$ cat src/core/otc_consts.svh
/*
 Shared constants for the output tristate control block: register offset,
 field positions, reset value and group indices.
 Assumes it is included by the package; the design modules use its macros without including it.
*/
`ifndef OTC_CONSTS_SVH
`define OTC_CONSTS_SVH

`define OTC_REG_OFFSET      8'hf2
`define OTC_REG_RESET       8'h00
`define OTC_BIT_OUT_EN      0
`define OTC_BIT_PIN_DIS     1
`define OTC_BIT_LATCH_SEL   2
`define OTC_BIT_DELAY       3
`define OTC_NUM_GROUPS      9
`define OTC_GRP_HORIZ_REF   0
`define OTC_GRP_VREF        1
`define OTC_GRP_FIELD       2
`define OTC_GRP_ACTIVE_QUAL 3
`define OTC_GRP_LINE_CLK    4
`define OTC_GRP_PIXEL_CLK   5
`define OTC_GRP_PORTA       6
`define OTC_GRP_PORTB       7
`define OTC_GRP_TDO         8

`endif

$ cat src/core/otc_pkg.sv
/*
 Types for the output tristate control block.
 Assumes the constants header sits beside it.
*/
`include "otc_consts.svh"

package otc_pkg;

	typedef enum logic [1:0] {
		OTC_TAP_NORMAL = 2'b00,
		OTC_TAP_EXTEST = 2'b01,
		OTC_TAP_CLAMP  = 2'b11,
		OTC_TAP_HIGHZ  = 2'b10
	} otc_tap_mode_t;

	typedef struct packed {
		otc_tap_mode_t                   mode;
		logic [`OTC_NUM_GROUPS-1:0]      cellEn;
	} otc_tap_ctrl_t;

	typedef struct packed {
		logic       wrStb;
		logic [7:0] addr;
		logic [7:0] wrData;
	} otc_reg_wr_t;

endpackage

$ cat src/core/otc_pin_sync.sv
/*
 Two-flop synchroniser followed by the enable-pin conditioning: optional
 capture on the line-locked clock and an optional extra line-locked clock period of delay.
 Assumes the line-locked clock tick is a one-cycle pulse in clk_sys.
*/
`timescale 1ns/1ps

module otc_pin_sync
	import otc_pkg::*;
(
	// Clock and reset.
	input  wire logic clk_sys,
	input  wire logic rstn,
	// Pin and controls.
	input  wire logic portEnPinN,
	input  wire logic lineTick,
	input  wire logic latchSel,
	input  wire logic delaySel,
	// Result.
	output logic      portEnN
);

	logic syncA_q;
	logic syncB_q;
	logic latched_q;
	logic delayed_q;
	logic base;

	always_ff @(posedge clk_sys or negedge rstn) begin
		if (!rstn) begin
			syncA_q   <= 1'b1;
			syncB_q   <= 1'b1;
			latched_q <= 1'b1;
			delayed_q <= 1'b1;
		end else begin
			syncA_q <= portEnPinN;
			syncB_q <= syncA_q;
			if (lineTick) begin
				latched_q <= syncB_q;
				delayed_q <= base;
			end
		end
	end

	assign base    = latchSel ? latched_q : syncB_q;
	assign portEnN = delaySel ? delayed_q : base;

endmodule // otc_pin_sync

$ cat src/core/otc_output_ctrl.sv
/*
 Output tristate control: one output enable per output group, from a strict
 priority chain of test access port state, chip reset, the output driver
 control register and the active-low video-port enable pin; TDO follows only the test access port state.
 Assumes the TAP controller and the serial-bus slave are outside and hand in
 their state on the same clock; the enable pin and chip reset are pins.
*/
`timescale 1ns/1ps

module otc_output_ctrl
	import otc_pkg::*;
(
	// Clock and reset.
	input  wire logic                       clk_sys,
	input  wire logic                       rstn,
	// Chip pins.
	input  wire logic                       chip_reset_n,
	input  wire logic                       portEnPinN,
	input  wire logic                       line_locked_clock,
	// Test access port state.
	input  otc_tap_ctrl_t                   tapCtrl,
	// Serial-bus register access.
	input  otc_reg_wr_t                     regWr,
	output logic [7:0]                      regRdData,
	// Output enables, one per group.
	output logic [`OTC_NUM_GROUPS-1:0]      groupOe
);

	logic [7:0]                 ctrl_q;
	logic [7:0]                 ctrl_d;
	logic                       rstSyncA_q;
	logic                       rstSyncB_q;
	logic                       lineSyncA_q;
	logic                       lineSyncB_q;
	logic                       linePrev_q;
	logic                       lineTick;
	logic                       portEnN;
	logic [`OTC_NUM_GROUPS-1:0] oe_d;
	logic [`OTC_NUM_GROUPS-1:0] oe_q;

	// Named decodes of the controls.
	wire regHit     = regWr.wrStb && (regWr.addr == `OTC_REG_OFFSET);
	wire outEn      = ctrl_q[`OTC_BIT_OUT_EN];
	wire pinDis     = ctrl_q[`OTC_BIT_PIN_DIS];
	wire scanMode   = (tapCtrl.mode == OTC_TAP_EXTEST) || (tapCtrl.mode == OTC_TAP_CLAMP);
	wire highzMode  = (tapCtrl.mode == OTC_TAP_HIGHZ);
	wire inReset    = !rstSyncB_q;
	wire dataEn     = pinDis || !portEnN;

	assign ctrl_d = regHit ? regWr.wrData : ctrl_q;

	always_ff @(posedge clk_sys or negedge rstn) begin
		if (!rstn) begin
			ctrl_q     <= `OTC_REG_RESET;
			rstSyncA_q <= 1'b0;
			rstSyncB_q <= 1'b0;
			lineSyncA_q <= 1'b0;
			lineSyncB_q <= 1'b0;
			linePrev_q  <= 1'b0;
			oe_q       <= '0;
		end else begin
			ctrl_q     <= ctrl_d;
			rstSyncA_q <= chip_reset_n;
			rstSyncB_q <= rstSyncA_q;
			lineSyncA_q <= line_locked_clock;
			lineSyncB_q <= lineSyncA_q;
			linePrev_q  <= lineSyncB_q;
			oe_q       <= oe_d;
		end
	end

	// Rising edges of the line-locked clock, seen after synchronisation.
	assign lineTick = lineSyncB_q && !linePrev_q;

	otc_pin_sync u_pin_sync (
		.clk_sys    (clk_sys),
		.rstn       (rstn),
		.portEnPinN (portEnPinN),
		.lineTick   (lineTick),
		.latchSel   (ctrl_q[`OTC_BIT_LATCH_SEL]),
		.delaySel   (ctrl_q[`OTC_BIT_DELAY]),
		.portEnN    (portEnN)
	);

	// The chain is evaluated per group, test state first; the enable pin is
	// only consulted after reset and the register enable have let it through.
	genvar g;
	generate
		for (g = 0; g < `OTC_NUM_GROUPS; g++) begin : gGroup
			localparam bit IS_DATA = (g == `OTC_GRP_PORTA) || (g == `OTC_GRP_PORTB);
			localparam bit IS_PIX  = (g == `OTC_GRP_PIXEL_CLK);
			localparam bit IS_TDO  = (g == `OTC_GRP_TDO);
			always_comb begin
				if (highzMode) begin
					oe_d[g] = 1'b0;
				end else if (scanMode) begin
					oe_d[g] = tapCtrl.cellEn[g];
				end else if (IS_TDO) begin
					oe_d[g] = 1'b1;
				end else if (inReset) begin
					oe_d[g] = 1'b0;
				end else if (!outEn) begin
					oe_d[g] = IS_PIX;
				end else if (IS_DATA) begin
					oe_d[g] = dataEn;
				end else begin
					oe_d[g] = 1'b1;
				end
			end
		end
	endgenerate

	assign groupOe   = oe_q;
	assign regRdData = ctrl_q;

endmodule // otc_output_ctrl

$ cat config.mk
export PLATFORM = sky130hd
export DESIGN_NAME = otc_output_ctrl
export DESIGN_NICKNAME = d
export VERILOG_FILES = /design/src/core/otc_pkg.sv /design/src/core/otc_pin_sync.sv /design/src/core/otc_output_ctrl.sv
export VERILOG_INCLUDE_DIRS = /design/src /design/src/core
export SDC_FILE = /design/constraint.sdc
export NUM_CORES = 1
export LEC_CHECK = 0
export ABC_AREA = 1
export BUFFER_PORTS_ARGS = -buffer_cell sky130_fd_sc_hd__buf_4
export CELL_PAD_IN_SITES_DETAIL_PLACEMENT = 0
export CELL_PAD_IN_SITES_GLOBAL_PLACEMENT = 1
export CORE_UTILIZATION = 33
export CTS_CLUSTER_DIAMETER = 150
export DETAILED_ROUTE_END_ITERATION = 16
export PLACE_DENSITY_LB_ADDON = 0.1
export SYNTH_ARGS = -nofsm -noshare
export SYNTH_HDL_FRONTEND = slang
export SYNTH_SLANG_ARGS = --single-unit
$ cat constraint.sdc
create_clock -name clk_sys -period 1.3 [get_ports clk_sys]
set_input_delay 0.13 -clock clk_sys [delete_from_list [all_inputs] [get_ports clk_sys]]
set_output_delay 0.13 -clock clk_sys [all_outputs]
set_load 0.02 [all_outputs]
==> metrics.txt, run 1 <==
Ys Warns=0; Top Family by Delay on Critical Path=flip-flops; clock buffer depth=2; worst relative slew slack=72.7%; DP Wirelength=1630 um; Initial Util=34.8%; vias=~870; first-pass GRT wire length=3730 um; Layout Nets=just under 200; P&R area growth vs syn=45.7%; synthesized area=0.00107 mm2; internal power=0.00113 W; Port Buf Inserts=49; CP Class=register to output port; CP Max Fanout=4; f_max=between 0.9 and 1 GHz; worst-case reg-to-reg path depth=2; drt via density=4.21; critical path endpoint category=output port; Final Skew=about 3.6 ps; outcome=finished, final reports clean; Die Height=59 um; worst skew pair latency=310 ps; initial antenna violation count=0; Setup TNS=0 ps; Placed Cells=197; RSZ-0062 raised after global routing=no; Max Cap Viol=0; I/O pins=50; PD cells=slightly below 1000 mW/mm2; total grt overflow=0; Seq cells post-synth=26; startpoint types=register; Final setup viols=0; DR iter-0 viols=17; WHS Path Cells=3; postcts setup bufs=0; root buffer cell=clkbuf_4; dpl ws=311 ps; worst hold path class=input port to register; Max Slew Vio Count=0; sequential power share=58.6%; Final min period=between 1000 and 1500 ps; switching fraction of total power=25.7%; Worst-path clk slew=130 ps; GP Congestion=approximately 0.65; synthesized netlist cell count=106; standard-cell rows=20; Routed Antenna Nets=0; first drt pass iteration count=4; most common cell after layout, fill and taps aside=buf_4; DIE WIDTH=approximately 59 um; Worst Path Arrival=930 ps; n_diodes=0; DRC=0; CTS HTree Levels=1; Max VDD drop=0.527 mV; commonest non-fill, non-tap cells in the layout=buf_4, nand2_1, dfrtp_1; layout cells sized above 1=around two fifths; Setup WS post-layout=241 ps; Clock Power Share=22.6%; Seq/Total Area, Yosys=roughly 61%; TritonCTS clock tree=done; Synth Area per Inst=just over 10 um2; CP required=~1200 ps; Slew @ Worst Pin=408 ps; largest net degree at the start of global routing=27; Net Count, Synth=139; crit path cell chain=buf_4; Final Non-Filler Cells=207; Final Hold Fails=0; slowest cell delay on critical path=around 440 ps; Leak=0.839 nW; fin crit share=81.4%; number of global-route vias before repair=approximately 900; Sink Count=26; Die Area=0.00348 mm2; critical path depth in cells=1; GRT Util Overall=14.5%; worst path bufs/invs=1; Comb power frac=18.8%; WL final=2180 um; max FFs per register=9; final hold slack=29.4 ps; Distinct cells, synth=18; Slowest-stage cell, CP=dfrtp_1; P_sw=0.000391 W; DR WL/cell=10.5 um; total CTS buffers=3; core area=0.00308 mm2
area by class of cell:
cell class | instances | area [um2]
Multi-Input combinational cell | 67 | 353
Fill cell | 315 | 1520
Inverter | 10 | 37.5
Clock buffer | 4 | 26.3
Tap cell | 44 | 55.1
Sequential cell | 26 | 656
Timing Repair Buffer | 56 | 435
worst paths after layout:
path / slack, ps / startpoint / endpoint
setup / recovery: 240 / regRdData[2]$_DFFE_PN0P_ / regRdData[2]
hold / removal: 30 / tapCtrl[9] / groupOe[5]$_DFF_PN0_
setup reg to reg: 290 / regRdData[0]$_DFFE_PN0P_ / groupOe[0]$_DFF_PN0_
hold reg to reg: 370 / u_pin_sync.syncA_q$_DFF_PN1_ / u_pin_sync.syncB_q$_DFF_PN1_
max in group asynchronous: 760 / rstn / u_pin_sync.latched_q$_DFFE_PN1P_
min in group asynchronous: 240 / rstn / regRdData[5]$_DFFE_PN0P_
power by group through the flow:
stage | logic [W] | clock network, W | registers (W)
after detailed placement | 0.000276 | 0 | 0.000905
after global placement | 0.000272 | 0 | 0.000903
after global routing | 0.000316 | 0.000399 | 0.000896
after CTS | 0.000291 | 0.000372 | 0.000890
final | 0.000286 | 0.000344 | 0.000890
after floorplan | 0.0000908 | 0 | 0.000935
stage by stage:
step,power (W),area (um2),util (%)
floorplan,0.00103,1070,-
global placement,0.00118,1480,48.0
detailed placement,0.00118,1480,48.0
CTS,0.00155,1560,50.8
global route,0.00161,1560,50.8
finish,0.00152,1560,50.8
cells by family after synthesis:
group                  count (synthesis)  synth area share [%]
and+or+nand+nor                       61                  29.6
DFF                                   26                  61.1
buffers and inverters                 13                  5.95
AOI/OAI and AO/OA                      6                  3.27
per-layer routing:
layer,part of all wire [%],global-route usage [%]
met1,41,16.3
met2,52,25.5
met3,5.9,5.68
met4,0.73,4.08
met5,0,0
Yosys cell counts (all sizes together):
cell | count | area (um2)
nor2 | 19 | 111
o21a | 1 | 7.51
dfrtp | 22 | 551
a31oi | 2 | 12.5
o21ai | 3 | 15.0
nand4 | 8 | 50.1
nand2 | 31 | 129
inv | 10 | 37.5
dfstp | 4 | 105
buf | 3 | 26.3
nand3 | 3 | 27.5
worst register-to-register path: cells and delay by family (launching register included):
family	cells	cell delay, ps
compound gates	1	370
flops	1	430
simple gates	1	90
repair_timing:
action | 4_1_cts | 5_1_grt
resized for setup | 0 | 0
hold buffers | 6 | 0
hold endpoints to repair | 31 | 0
(Power assumes the default switching activity.)
==> inputs of run 2 (changes only) <==
--- a/config.mk
+++ b/config.mk
@@ -10,7 +10,7 @@
 export BUFFER_PORTS_ARGS = -buffer_cell sky130_fd_sc_hd__buf_4
 export CELL_PAD_IN_SITES_DETAIL_PLACEMENT = 0
 export CELL_PAD_IN_SITES_GLOBAL_PLACEMENT = 1
-export CORE_UTILIZATION = 33
+export CORE_UTILIZATION = 29
 export CTS_CLUSTER_DIAMETER = 150
 export DETAILED_ROUTE_END_ITERATION = 16
 export PLACE_DENSITY_LB_ADDON = 0.1
==> constraint.sdc (replaced) <==
create_clock -name clk_sys -period 0.9 [get_ports clk_sys]
set_input_delay 0.09 -clock clk_sys [delete_from_list [all_inputs] [get_ports clk_sys]]
set_output_delay 0.09 -clock clk_sys [all_outputs]
set_load 0.02 [all_outputs]
==> run 2 against run 1 <==
Effect of this change:
- first-iteration DRC count decreased by 12%
- die area is 13% higher
- flip-flop and latch count stayed put
- highest routed layer unchanged
- the flow now finishes with violations (negative setup slack)
==> metrics.txt, run 2 (synthesis gave the netlist of run 1 again) <==
max FFs per register=9 (unchanged); drt via density=4.23 (+0.43%); Final Hold Fails=0 (unchanged); root buffer cell=clkbuf_8; Leak=0.939 nW (+12%); core area=0.00344 mm2 (+12%); R2R Path End=groupOe[7]$_DFF_PN0_; first-pass GRT wire length=3770 um (+0.94%); CP Class=register to output port; P&R area growth vs syn=68.0%; clock buffer depth=2 (unchanged); Max Cap Viol=0 (unchanged); Max VDD drop=0.450 mV (-15%); Final min period=between 900 and 1000 ps; failing checks=negative setup slack; I/O pins=50 (unchanged); critical path endpoint category=output port; most common cell after layout, fill and taps aside=buf_4; DP Wirelength=1640 um (+0.85%); Final Skew=1.10 ps (-2.54 ps); Die Area=0.00394 mm2 (+13%); TritonCTS clock tree=done; worst-case reg-to-reg path depth=7 (+5); f_max=1.00 GHz; WL final=2150 um (-1.5%); PD cells=1350 mW/mm2 (+39%); Port Buf Inserts=49 (unchanged); first drt pass iteration count=3 (-1); dpl ws=-40.3 ps (-352 ps); Routed Antenna Nets=0 (unchanged); startpoint types=register; fin crit share=111%; Final Util=52.3% (+1.6 points); worst relative slew slack=78.7% (+6.0 points); number of global-route vias before repair=939 (+4.9%); Final setup viols=6 (+6); CTS HTree Levels=1 (unchanged); CP required=810 ps (-360 ps); Slew @ Worst Pin=320 ps (-87.8 ps); Worst Path Arrival=910 ps (-20 ps); CP Max Fanout=2 (-2); Sink Count=26 (unchanged); GRT Util Overall=12.2% (-2.3 points); layout cells sized above 1=50.3% (+9.8 points); Die Height=62.8 um (+6.4%); outcome=finished with violations; total grt overflow=0 (unchanged); Initial Util=31.2% (-3.7 points); RSZ-0062 raised after global routing=yes; Worst-path clk slew=80 ps (-50 ps); Max Slew Vio Count=0 (unchanged); DR WL/cell=9.71 um (-7.7%); Setup WS post-layout=-99.5 ps (-341 ps); final hold slack=28.1 ps (-1.31 ps); DRC=0 (unchanged); critical path launch point=regRdData[1]$_DFFE_PN0P_; Layout Nets=209 (+6.1%); vias=935 (+7.2%); DIE WIDTH=62.8 um (+6.4%); Critical Path End=regRdData[1]; reg2reg start=regRdData[3]$_DFFE_PN0P_; GP Congestion=0.636 (-1.6%); worst hold path class=input port to register; standard-cell rows=21 (+5.0%); commonest non-fill, non-tap cells in the layout=buf_4, nand2_1, buf_6; Tot Pwr=0.00244 W (+60%); Reg2Reg Setup Slack=-50 ps (-340 ps); total CTS buffers=3 (unchanged); initial antenna violation count=0 (unchanged); worst skew pair latency=260 ps (-50 ps); DR iter-0 viols=15 (-2); largest net degree at the start of global routing=27 (unchanged); n_diodes=0 (unchanged)
run 2: area by class of cell:
class / count / area [um2]
inverter: 10 / 40.0
sequential: 26 / 658
tap: 46 / 57.6
fill: 329 / 1640
timing repair buffer: 68 / 616
clock buffer: 4 / 45.0
multi-input combinational: 67 / 385
run 2: worst min-delay path by stage:
| stage | end | slack, ps | startpoint | cells past startpoint |
|---|---|---|---|---|
| finish | groupOe[8]$_DFF_PN0_ | 30 | tapCtrl[8] | 2 |
| global route | groupOe[8]$_DFF_PN0_ | 10 | tapCtrl[8] | 2 |
| CTS | groupOe[8]$_DFF_PN0_ | 20 | tapCtrl[8] | 2 |
| detailed placement | groupOe[6]$_DFF_PN0_ | 20 | rstn | 1 |
| global placement | groupOe[6]$_DFF_PN0_ | 20 | rstn | 1 |
| floorplan | groupOe[0]$_DFF_PN0_ | -210 | rstn | 0 |
run 2: routing by layer:
layer	vias up	share of wire (%)	global-route usage, %
li1	469	-	-
met1	428	39	12.5
met2	36	53	22.7
met3	2	6.5	2.74
met4	0	1.4	6.98
met5	-	0	0
run 2: critical path, stage by stage (launching register included):
cell,delay [ps]
dfrtp_2,410
buf_6,120
buf_6,120
run 2: power by group:
group / total [W] / internal [W] / switching (W)
registers: 0.00129 / 0.00125 / 0.0000435
clock network: 0.000643 / 0.000316 / 0.000327
logic: 0.000499 / 0.000277 / 0.000222
run 2: through the flow:
step / instance area, um2 / std cells / TNS, ps
2_1_floorplan: 1090 / 106 / 0
3_3_place_gp: 1560 / 206 / -42.4
3_5_place_dp: 1560 / 206 / -77.2
4_1_cts: 1730 / 220 / -517
5_1_grt: 1800 / 221 / -999
6_report: 1800 / 221 / -429
run 2: repair_timing:
action / in CTS / in global routing
endpoints found under the hold margin: 25 / 0
resized for setup: 11 / 19
pin swaps: 4 / 6
endpoints found under the setup margin: 10 / 24
hold buffers: 4 / 0
setup buffers: 6 / 1
